File: config.mk
export PLATFORM = sky130hd
export DESIGN_NAME = ctb_config_bank
export DESIGN_NICKNAME = d
export VERILOG_FILES = /design/src/shared/ctb_pkg.sv /design/src/rtl/ctb_decode.sv /design/src/rtl/ctb_config_bank.sv
export VERILOG_INCLUDE_DIRS = /design/src /design/src/shared
export SDC_FILE = /design/constraint.sdc
export NUM_CORES = 1
export LEC_CHECK = 0
export ABC_AREA = 1
export BUFFER_PORTS_ARGS = -buffer_cell sky130_fd_sc_hd__buf_2
export CORE_ASPECT_RATIO = 1.4
export CORE_MARGIN = 2
export CORE_UTILIZATION = 45
export DETAILED_ROUTE_END_ITERATION = 16
export GPL_ROUTABILITY_DRIVEN = 0
export PLACE_DENSITY = 0.7
export SLEW_MARGIN = 20
export SYNTH_ARGS = -nofsm -noshare
export SYNTH_HDL_FRONTEND = slang
export SYNTH_SLANG_ARGS = --single-unit
export TNS_END_PERCENT = 1
File: constraint.sdc
create_clock -name clk -period 9.2 [get_ports clk]
set_input_delay 0.46 -clock clk [delete_from_list [all_inputs] [get_ports clk]]
set_output_delay 0.46 -clock clk [all_outputs]
set_load 0.01 [all_outputs]
File: src/shared/ctb_defines.svh
// Offsets, field positions, non-volatile defaults and timing counts of the tuning bank
`ifndef CTB_DEFINES_SVH
`define CTB_DEFINES_SVH

`define CTB_OFS_THRESHOLDS 8'hd9
`define CTB_OFS_MAX_CURRENT 8'hda
`define CTB_OFS_BOOT_CODE 8'hdb
`define CTB_OFS_FREQ_SOFT 8'hdc
`define CTB_OFS_SLEW_MODES 8'hdd
`define CTB_OFS_RAMP 8'hde

`define CTB_MASK_THRESHOLDS 8'h77
`define CTB_MASK_MAX_CURRENT 8'hff
`define CTB_MASK_BOOT_CODE 8'hff
`define CTB_MASK_FREQ_SOFT 8'hf3
`define CTB_MASK_SLEW_MODES 8'hff
`define CTB_MASK_RAMP 8'h07

`define CTB_NVM_THRESHOLDS 8'h77
`define CTB_NVM_MAX_CURRENT 8'h78
`define CTB_NVM_BOOT_CODE 8'h97
`define CTB_NVM_FREQ_SOFT 8'h20
`define CTB_NVM_SLEW_MODES 8'h89
`define CTB_NVM_RAMP 8'h06

`define CTB_USR_HI 6
`define CTB_USR_LO 4
`define CTB_OSR_HI 2
`define CTB_OSR_LO 0
`define CTB_FSW_HI 7
`define CTB_FSW_LO 4
`define CTB_RISE_HI 1
`define CTB_RISE_LO 0
`define CTB_SLEW_HI 2
`define CTB_SLEW_LO 0
`define CTB_RAMP_HI 2
`define CTB_RAMP_LO 0
`define CTB_BIT_VID_TABLE 7
`define CTB_BIT_PAIRING 6
`define CTB_BIT_SHEDDING 4
`define CTB_BIT_ZERO_LL 3
`define CTB_CODE_OFF 3'h7

`define CTB_FAST_SLEW_ADD 10'h088
`define CTB_SETTLE_CYCLES 2'h3

`endif

File: src/shared/ctb_pkg.sv
// Types shared by the tuning bank modules
package ctb_pkg;

	typedef enum logic [1:0] {
		CTB_SETTLE = 2'h0,
		CTB_APPLY = 2'h1,
		CTB_RUN = 2'h3
	} ctb_phase_type;

	typedef logic [7:0] ctb_byte_type;

	// Keeps only writable bits; reserved bits stay zero
	function automatic ctb_byte_type ctb_masked(input ctb_byte_type value, input ctb_byte_type mask);
		ctb_masked = value & mask;
	endfunction

endpackage

File: src/rtl/ctb_decode.sv
// Translation of stored setting codes into physical quantities
`timescale 1ns/1ps
`default_nettype none
`include "ctb_defines.svh"

module ctb_decode import ctb_pkg::*; #(
	parameter logic [11:0] VID_NEW_BASE_MV = 12'h1f4,
	parameter logic [11:0] VID_NEW_STEP_MV = 12'h00a,
	parameter logic [11:0] VID_OLD_BASE_MV = 12'h0fa,
	parameter logic [11:0] VID_OLD_STEP_MV = 12'h005
) (
	// Stored settings
	input wire logic [7:0] thresholds,
	input wire logic [7:0] boot_code,
	input wire logic [7:0] freq_soft,
	input wire logic [7:0] slew_modes,
	input wire logic [7:0] ramp,
	input wire logic fast_slew_enable,
	// Physical values
	output logic [7:0] undershoot_mv,
	output logic undershoot_on,
	output logic [7:0] overshoot_mv,
	output logic overshoot_on,
	output logic [9:0] freq_khz,
	output logic [9:0] slew_rate,
	output logic [9:0] soft_start_slew,
	output logic [7:0] ramp_mv,
	output logic [11:0] boot_mv
);

	function automatic logic [7:0] cut_mv(input logic [2:0] code, input logic is_over);
		case (code)
			3'h0: cut_mv = is_over ? 8'h1e : 8'h14;
			3'h1: cut_mv = is_over ? 8'h28 : 8'h1e;
			3'h2: cut_mv = 8'h3c;
			3'h3: cut_mv = 8'h50;
			3'h4: cut_mv = 8'h64;
			3'h5: cut_mv = 8'h78;
			3'h6: cut_mv = 8'h8c;
			default: cut_mv = 8'h00;
		endcase
	endfunction

	logic [2:0] slew_code;
	logic [9:0] base_slew;
	logic [11:0] vid_base;
	logic [11:0] vid_step;

	always_comb begin
		undershoot_mv = cut_mv(thresholds[`CTB_USR_HI:`CTB_USR_LO], 1'b0);
		undershoot_on = thresholds[`CTB_USR_HI:`CTB_USR_LO] != `CTB_CODE_OFF;
		overshoot_mv = cut_mv(thresholds[`CTB_OSR_HI:`CTB_OSR_LO], 1'b1);
		overshoot_on = thresholds[`CTB_OSR_HI:`CTB_OSR_LO] != `CTB_CODE_OFF;

		// Codes 8 to 14 fill the 50 kHz gaps; code 15 repeats 1000 kHz
		case (freq_soft[`CTB_FSW_HI:`CTB_FSW_LO])
			4'h0: freq_khz = 10'h12c;
			4'h1: freq_khz = 10'h190;
			4'h2: freq_khz = 10'h1f4;
			4'h3: freq_khz = 10'h258;
			4'h4: freq_khz = 10'h2bc;
			4'h5: freq_khz = 10'h320;
			4'h6: freq_khz = 10'h384;
			4'h7: freq_khz = 10'h3e8;
			4'h8: freq_khz = 10'h15e;
			4'h9: freq_khz = 10'h1c2;
			4'ha: freq_khz = 10'h226;
			4'hb: freq_khz = 10'h28a;
			4'hc: freq_khz = 10'h2ee;
			4'hd: freq_khz = 10'h352;
			4'he: freq_khz = 10'h3b6;
			default: freq_khz = 10'h3e8;
		endcase

		// Slew in units of 10 uV/us; unlisted code 3 sits midway
		slew_code = slew_modes[`CTB_SLEW_HI:`CTB_SLEW_LO];
		case (slew_code)
			3'h0: base_slew = 10'h022;
			3'h1: base_slew = 10'h044;
			3'h2: base_slew = 10'h066;
			3'h3: base_slew = 10'h088;
			3'h4: base_slew = 10'h0aa;
			3'h5: base_slew = 10'h0cc;
			3'h6: base_slew = 10'h0ee;
			default: base_slew = 10'h112;
		endcase
		slew_rate = fast_slew_enable ? base_slew + `CTB_FAST_SLEW_ADD : base_slew;
		soft_start_slew = slew_rate >> freq_soft[`CTB_RISE_HI:`CTB_RISE_LO];

		case (ramp[`CTB_RAMP_HI:`CTB_RAMP_LO])
			3'h0: ramp_mv = 8'h14;
			3'h1: ramp_mv = 8'h28;
			3'h2: ramp_mv = 8'h3c;
			3'h3: ramp_mv = 8'h50;
			3'h4: ramp_mv = 8'h64;
			3'h5: ramp_mv = 8'h78;
			3'h6: ramp_mv = 8'h96;
			default: ramp_mv = 8'hc8;
		endcase

		vid_base = slew_modes[`CTB_BIT_VID_TABLE] ? VID_OLD_BASE_MV : VID_NEW_BASE_MV;
		vid_step = slew_modes[`CTB_BIT_VID_TABLE] ? VID_OLD_STEP_MV : VID_NEW_STEP_MV;
		if (boot_code == 8'h00) begin
			boot_mv = 12'h000;
		end else begin
			boot_mv = vid_base + 12'((boot_code - 8'h01) * vid_step);
		end
	end

endmodule // ctb_decode
`default_nettype wire

File: src/rtl/ctb_config_bank.sv
// Converter tuning register bank with strap or non-volatile defaults
`timescale 1ns/1ps
`default_nettype none
`include "ctb_defines.svh"

module ctb_config_bank import ctb_pkg::*; #(
	parameter logic [11:0] VID_NEW_BASE_MV = 12'h1f4,
	parameter logic [11:0] VID_NEW_STEP_MV = 12'h00a,
	parameter logic [11:0] VID_OLD_BASE_MV = 12'h0fa,
	parameter logic [11:0] VID_OLD_STEP_MV = 12'h005
) (
	// Clock and reset
	input wire logic clk,
	input wire logic resetn,
	// Strap pins, already resolved to byte codes
	input wire logic use_nvm_defaults,
	input wire logic [7:0] strap_thresholds,
	input wire logic [7:0] freq_current_strap_pin_max_current_amps,
	input wire logic [7:0] freq_current_strap_pin_freq,
	input wire logic [7:0] strap_boot_code,
	input wire logic [7:0] strap_slew_modes,
	input wire logic [7:0] current_limit_ramp_strap_pin,
	// Neighbouring fast-slew control
	input wire logic fast_slew_enable,
	// Command port from the serial transport
	input wire logic [7:0] cmd_code,
	input wire logic cmd_write,
	input wire logic cmd_read,
	input wire logic [7:0] cmd_wdata,
	output logic [7:0] cmd_rdata,
	output logic cmd_rvalid,
	output logic cmd_hit,
	output logic config_ready,
	// Register fields
	output logic [2:0] undershoot_cut_threshold,
	output logic [2:0] overshoot_cut_threshold,
	output logic [7:0] max_current_amps,
	output logic [7:0] boot_voltage_code,
	output logic [3:0] switching_frequency_select,
	output logic [1:0] soft_start_rise_scale,
	output logic vid_table_select,
	output logic interleave_pairing_select,
	output logic phase_shedding_enable,
	output logic zero_load_line_select,
	output logic [2:0] ramp_amplitude_select,
	// Decoded physical values
	output logic [7:0] undershoot_mv,
	output logic undershoot_on,
	output logic [7:0] overshoot_mv,
	output logic overshoot_on,
	output logic [9:0] freq_khz,
	output logic [9:0] slew_rate,
	output logic [9:0] soft_start_slew,
	output logic [7:0] ramp_mv,
	output logic [11:0] boot_mv
);

	typedef struct packed {
		ctb_phase_type phase;
		logic [1:0] settle;
		logic [48:0] strap_s1;
		logic [48:0] strap_s2;
		logic [7:0] thresholds;
		logic [7:0] max_current;
		logic [7:0] boot_code;
		logic [7:0] freq_soft;
		logic [7:0] slew_modes;
		logic [7:0] ramp;
		logic [7:0] rdata;
		logic rvalid;
		logic hit;
		logic ready;
		logic [7:0] usr_mv;
		logic usr_on;
		logic [7:0] osr_mv;
		logic osr_on;
		logic [9:0] freq;
		logic [9:0] slew;
		logic [9:0] soft_slew;
		logic [7:0] ramp_pp;
		logic [11:0] boot_target;
	} ctb_state_type;

	ctb_state_type cur;
	ctb_state_type next_cur;

	logic [7:0] dec_usr_mv;
	logic dec_usr_on;
	logic [7:0] dec_osr_mv;
	logic dec_osr_on;
	logic [9:0] dec_freq;
	logic [9:0] dec_slew;
	logic [9:0] dec_soft_slew;
	logic [7:0] dec_ramp;
	logic [11:0] dec_boot;

	// Decode runs on stored values, so physical outputs trail by one cycle
	ctb_decode #(
		.VID_NEW_BASE_MV(VID_NEW_BASE_MV),
		.VID_NEW_STEP_MV(VID_NEW_STEP_MV),
		.VID_OLD_BASE_MV(VID_OLD_BASE_MV),
		.VID_OLD_STEP_MV(VID_OLD_STEP_MV)
	) u_decode (
		.thresholds(cur.thresholds),
		.boot_code(cur.boot_code),
		.freq_soft(cur.freq_soft),
		.slew_modes(cur.slew_modes),
		.ramp(cur.ramp),
		.fast_slew_enable(fast_slew_enable),
		.undershoot_mv(dec_usr_mv),
		.undershoot_on(dec_usr_on),
		.overshoot_mv(dec_osr_mv),
		.overshoot_on(dec_osr_on),
		.freq_khz(dec_freq),
		.slew_rate(dec_slew),
		.soft_start_slew(dec_soft_slew),
		.ramp_mv(dec_ramp),
		.boot_mv(dec_boot)
	);

	// Synchronised strap view: nvm select on top, then six bytes
	logic s_nvm;
	logic [7:0] s_thr;
	logic [7:0] s_max_current_amps;
	logic [7:0] s_freq;
	logic [7:0] s_boot;
	logic [7:0] s_slew;
	logic [7:0] s_ramp;
	logic wr_ok;

	assign {s_nvm, s_thr, s_max_current_amps, s_freq, s_boot, s_slew, s_ramp} = cur.strap_s2;
	assign wr_ok = cmd_write && cur.phase == CTB_RUN;

	always_comb begin
		next_cur = cur;
		// Straps may sit in another domain; first stage feeds only the second
		next_cur.strap_s1 = {use_nvm_defaults, strap_thresholds, freq_current_strap_pin_max_current_amps,
			freq_current_strap_pin_freq, strap_boot_code, strap_slew_modes,
			current_limit_ramp_strap_pin};
		next_cur.strap_s2 = cur.strap_s1;
		next_cur.rvalid = 1'b0;
		next_cur.hit = 1'b0;

		case (cur.phase)
			CTB_SETTLE: begin
				// Wait until synchronised strap levels are stable
				next_cur.settle = cur.settle + 2'h1;
				if (cur.settle == `CTB_SETTLE_CYCLES) begin
					next_cur.phase = CTB_APPLY;
				end
			end
			CTB_APPLY: begin
				if (s_nvm) begin
					next_cur.thresholds = `CTB_NVM_THRESHOLDS;
					next_cur.max_current = `CTB_NVM_MAX_CURRENT;
					next_cur.boot_code = `CTB_NVM_BOOT_CODE;
					next_cur.freq_soft = `CTB_NVM_FREQ_SOFT;
					next_cur.slew_modes = `CTB_NVM_SLEW_MODES;
					next_cur.ramp = `CTB_NVM_RAMP;
				end else begin
					next_cur.thresholds = ctb_masked(s_thr, `CTB_MASK_THRESHOLDS);
					next_cur.max_current = s_max_current_amps;
					next_cur.boot_code = s_boot;
					next_cur.freq_soft = ctb_masked(s_freq, `CTB_MASK_FREQ_SOFT);
					next_cur.slew_modes = s_slew;
					next_cur.ramp = ctb_masked(s_ramp, `CTB_MASK_RAMP);
				end
				next_cur.phase = CTB_RUN;
			end
			CTB_RUN: begin
				next_cur.phase = CTB_RUN;
			end
			default: begin
				next_cur.phase = CTB_SETTLE;
			end
		endcase

		// Host writes override whichever default was loaded
		if (wr_ok) begin
			if (cmd_code == `CTB_OFS_THRESHOLDS) begin
				next_cur.thresholds = ctb_masked(cmd_wdata, `CTB_MASK_THRESHOLDS);
			end else if (cmd_code == `CTB_OFS_MAX_CURRENT) begin
				next_cur.max_current = ctb_masked(cmd_wdata, `CTB_MASK_MAX_CURRENT);
			end else if (cmd_code == `CTB_OFS_BOOT_CODE) begin
				next_cur.boot_code = ctb_masked(cmd_wdata, `CTB_MASK_BOOT_CODE);
			end else if (cmd_code == `CTB_OFS_FREQ_SOFT) begin
				next_cur.freq_soft = ctb_masked(cmd_wdata, `CTB_MASK_FREQ_SOFT);
			end else if (cmd_code == `CTB_OFS_SLEW_MODES) begin
				// Bit 5 is stored for read-back but steers nothing
				next_cur.slew_modes = ctb_masked(cmd_wdata, `CTB_MASK_SLEW_MODES);
			end else if (cmd_code == `CTB_OFS_RAMP) begin
				next_cur.ramp = ctb_masked(cmd_wdata, `CTB_MASK_RAMP);
			end
		end

		if (cmd_read) begin
			next_cur.rvalid = 1'b1;
			next_cur.hit = 1'b1;
			if (cmd_code == `CTB_OFS_THRESHOLDS) begin
				next_cur.rdata = cur.thresholds;
			end else if (cmd_code == `CTB_OFS_MAX_CURRENT) begin
				next_cur.rdata = cur.max_current;
			end else if (cmd_code == `CTB_OFS_BOOT_CODE) begin
				next_cur.rdata = cur.boot_code;
			end else if (cmd_code == `CTB_OFS_FREQ_SOFT) begin
				next_cur.rdata = cur.freq_soft;
			end else if (cmd_code == `CTB_OFS_SLEW_MODES) begin
				next_cur.rdata = cur.slew_modes;
			end else if (cmd_code == `CTB_OFS_RAMP) begin
				next_cur.rdata = cur.ramp;
			end else begin
				next_cur.rdata = 8'h00;
				next_cur.hit = 1'b0;
			end
		end

		next_cur.usr_mv = dec_usr_mv;
		next_cur.usr_on = dec_usr_on;
		next_cur.osr_mv = dec_osr_mv;
		next_cur.osr_on = dec_osr_on;
		next_cur.freq = dec_freq;
		next_cur.slew = dec_slew;
		next_cur.soft_slew = dec_soft_slew;
		next_cur.ramp_pp = dec_ramp;
		next_cur.boot_target = dec_boot;
		// Registered so the ready output comes straight from a flop
		next_cur.ready = next_cur.phase == CTB_RUN;
	end

	always_ff @(posedge clk or negedge resetn) begin
		if (!resetn) begin
			cur <= '0;
		end else begin
			cur <= next_cur;
		end
	end

	assign cmd_rdata = cur.rdata;
	assign cmd_rvalid = cur.rvalid;
	assign cmd_hit = cur.hit;
	assign config_ready = cur.ready;
	assign undershoot_cut_threshold = cur.thresholds[`CTB_USR_HI:`CTB_USR_LO];
	assign overshoot_cut_threshold = cur.thresholds[`CTB_OSR_HI:`CTB_OSR_LO];
	assign max_current_amps = cur.max_current;
	assign boot_voltage_code = cur.boot_code;
	assign switching_frequency_select = cur.freq_soft[`CTB_FSW_HI:`CTB_FSW_LO];
	assign soft_start_rise_scale = cur.freq_soft[`CTB_RISE_HI:`CTB_RISE_LO];
	assign vid_table_select = cur.slew_modes[`CTB_BIT_VID_TABLE];
	assign interleave_pairing_select = cur.slew_modes[`CTB_BIT_PAIRING];
	assign phase_shedding_enable = cur.slew_modes[`CTB_BIT_SHEDDING];
	assign zero_load_line_select = cur.slew_modes[`CTB_BIT_ZERO_LL];
	assign ramp_amplitude_select = cur.ramp[`CTB_RAMP_HI:`CTB_RAMP_LO];
	assign undershoot_mv = cur.usr_mv;
	assign undershoot_on = cur.usr_on;
	assign overshoot_mv = cur.osr_mv;
	assign overshoot_on = cur.osr_on;
	assign freq_khz = cur.freq;
	assign slew_rate = cur.slew;
	assign soft_start_slew = cur.soft_slew;
	assign ramp_mv = cur.ramp_pp;
	assign boot_mv = cur.boot_target;
endmodule // ctb_config_bank
`default_nettype wire

==> flow_summary_export.csv <==
group,metric,value,unit
logic_synthesis,synth_ff_type,"dfrtp_1",
drt,via_per_inst,4.86,
logic_synthesis,synth-seq-cells,203,
power,p_int,1.92,mW
finish,area_growth,9.02,%
drt,post_drt_wl_per_cell,14.8,um
grt,grt_overflow,0,
worst_setup_path,cp_cell_sequence,"clkinv_1, or2_1, nand2_1, ha_1, fa_1, inv_1, fa_1, inv_1, ha_1, nand2_1, nor2_1, nand3_1, nand4_1, nand2_1, nand2_1, nor2_1",
logic_synthesis,ys_types,43,
logic_synthesis,synthSimpleGateAreaFrac,19.1,%
worst_setup_path,worst_setup_path_start_kind,"register",
finish,drive_gt1_share,21.3,%
worst_setup_path,arrival,4600,ps
logic_synthesis,yosys.area_share.xor_xnor,0.960,%
finish,final_cells,1456,
logic_synthesis,synth_warnings,0,
cts,post_cts_resized,0,
cts,cts_setup_buffers,0,
placement,dpl.cell_count,1419,
timing,hold_viol,0,
timing,fin_ws,4980,ps
timing,rsz0062_at_grt,"no",
worst_setup_path,crit_type,"reg -> reg",
placement,io_buffers,169,
floorplan,dieArea,23500,sq um
drt,first_pass_iters,5,
logic_synthesis,synth_adder_area_share,7.43,%
floorplan,initial_utilization,45.9,%
flow_run,cap_violations,0,
power,seqPwrFrac,35.3,%
logic_synthesis,synth_top_area_share,50.6,%
drt,vias,7074,
logic_synthesis,synth-compound-area-share,8.01,%
cts,cts_buffers,20,
power,ir_drop,0.164,mV
worst_setup_path,crit_fanout,20,
timing,slew_violations,0,
placement,hpwl,15800,um
logic_synthesis,synth_area,10000,sq um
floorplan,row_count,64,
logic_synthesis,synth_common_cells,"219 x nand2_1, 203 x dfrtp_1, 106 x buf_4",
worst_setup_path,path_common_cell,"nand2_1",
status,status,"completed",
timing,fin_tns_setup,0,ps
cts,clock_tree.buffer_depth,3,
grt,grt_antenna_before_repair,1,
cts,htree_levels,1,
timing,holdWs,68.7,ps
logic_synthesis,post_synth_inst_count,1084,
logic_synthesis,avgSynthCellArea,9.26,sq um
floorplan,ioPinCount,184,
cts,cts_tree,"done",
finish,layout.nets,1264,
power,swShare,38.0,%
logic_synthesis,synth_mux_area_share,0.112,%
floorplan,die_h,181,um
grt,grt_pass1_wl,34600,um
grt,grt_pass1_vias,6794,
cts,clk_pin_slew_worst_paths,70,ps
logic_synthesis,synth_top_family_by_area,"simple AND/OR/NAND/NOR gates",
drt,drt_iter0_markers,615,
power,pwr-share-comb,40.6,%
timing,fmax,0.237,GHz
grt,grtUsageTotal,18.5,%
cts,clock_sinks,203,
drt,ant_nets,0,
power,power_switching,1.18,mW
floorplan,fp.dieW,130,um
logic_synthesis,synthArstFlopShare,100,%
worst_setup_path,slowest_delay,760,ps
cts,cts_root_buf,"clkbuf_16",
drt,wl,21500,um
min_path,hold_path.class,"in -> reg",
grt,grt_max_degree,120,
logic_synthesis,seq_area_frac_synth,50.6,%
worst_setup_path,worstSetupEndpointType,"register",
power,leakagePower,5.68,nW
timing,slew_headroom,38.6,%
logic_synthesis,synth_area_leaders,"dfrtp_1 51%, nand2_1 8.2%, buf_4 7.9%, ha_1 4.2%, nand3_1 4.0%",
floorplan,core_region_area,21900,sq um
drt,drc,0,
power,p_per_area,284,nW/um^2
timing,finalClockSkew,13.8,ps
logic_synthesis,yosys.cell_count.top_type,"nand2_1",
cts,clock_latency,500,ps
placement,post-place-ws,5040,ps
cts,hold_buffers,0,
timing,finalSetupViolCount,0,
logic_synthesis,synth_edf_count,0,
timing,worstMarginPinSlew,921,ps
worst_setup_path,cp_data_required_time,9580,ps
timing,finalCritPeriodShare,45.8,%
logic_synthesis,synth_top_area_cell,"dfrtp_1",
worst_setup_path,cp_slowest_cell,"dfrtp_1",
power,pwr-share-clk,24.2,%
timing,layout_min_cycle_time,4220,ps
power,fin_total_pwr,3.10,mW
==> critical path: cells and delay by family (launching register included) <==
kind	cells	cell delay [ps]
fa+ha+maj	4	1630
simple gates	9	1090
flops	1	760
buf+inv	3	590
==> cell families (layout without fill, tap and decap cells) <==
family / count (synthesis) / in the layout
compound gates: 145 / 145
xor+xnor: 11 / 11
fa+ha+maj: 50 / 50
buf+inv: 245 / 312
flops: 203 / 203
mux: 1 / 1
other cells: 2 / 10
simple gates: 427 / 427
==> routing by layer <==
layer,track usage (%),wire length [um]
met1,23.7,8730
met2,31.2,10700
met3,3.35,1390
met4,6.37,732
met5,0,0
==> final timing paths <==
check	startpoint	cells after the start	to	slack (ps)
hold reg to reg	cur[209]	0	cur[160]	340
setup / recovery	vid_table_select	16	boot_mv[11]	4980
max in group asynchronous	resetn	2	cur[161]	7850
min in group asynchronous	resetn	1	undershoot_mv[3]	80
setup reg to reg	vid_table_select	16	boot_mv[11]	4980
hold / removal	freq_current_strap_pin_freq[5]	1	cur[205]	70
==> flip-flops by register name (all words and copies together) (netlist names), 4 cells and up <==
name	count
cur	97
max_current_amps	8
freq_khz	9
boot_mv	12
switching_frequency_select	4
boot_voltage_code	8
overshoot_mv	7
ramp_mv	7
soft_start_slew	10
slew_rate	6
undershoot_mv	7
cmd_rdata	8
==> cells in the final DEF, fill, tap and decap left out, drive strengths merged, types with 3 or more instances in the layout <==
master / n
nand4: 20
xor2: 7
clkbuf: 26
a21oi: 16
inv: 101
fa: 16
clkinv: 10
nor3: 4
a31oi: 3
nand2: 230
dfrtp: 203
or2: 5
nand3: 82
buf: 172
o21ai: 112
nor2: 85
o211ai: 8
ha: 34
xnor2: 4
clkinvlp: 3
conb: 9
==> power groups by stage <==
stage / Sequential [mW] / Combinational [mW] / Clock (mW)
after floorplan: 1.09 / 1.07 / 0
after global placement: 1.11 / 1.22 / 0
after detailed placement: 1.11 / 1.26 / 0
after CTS: 1.09 / 1.27 / 0.770
after global routing: 1.11 / 1.46 / 0.808
final: 1.09 / 1.26 / 0.750
==> final cells by class <==
cell class              instances  area (sq um)
repair buffers                173           888
multi-input cells             643          3610
clock inverters                11          73.8
fillers                      2009         10900
clock buffers                  25           529
inverters                     103           387
well taps                     297           372
diodes                          1          2.50
flip-flops and latches        203          5080
==> per-stage QoR <==
| stage | instance area [sq um] | util, % |
|---|---|---|
| 2_1_floorplan | 10100 | - |
| 3_3_place_gp | 10300 | 47.3 |
| 3_5_place_dp | 10300 | 47.3 |
| 4_1_cts | 10900 | 50.0 |
| 5_1_grt | 10900 | 50.1 |
| 6_report | 10900 | 50.1 |
Power figures use the tool's default switching activity.
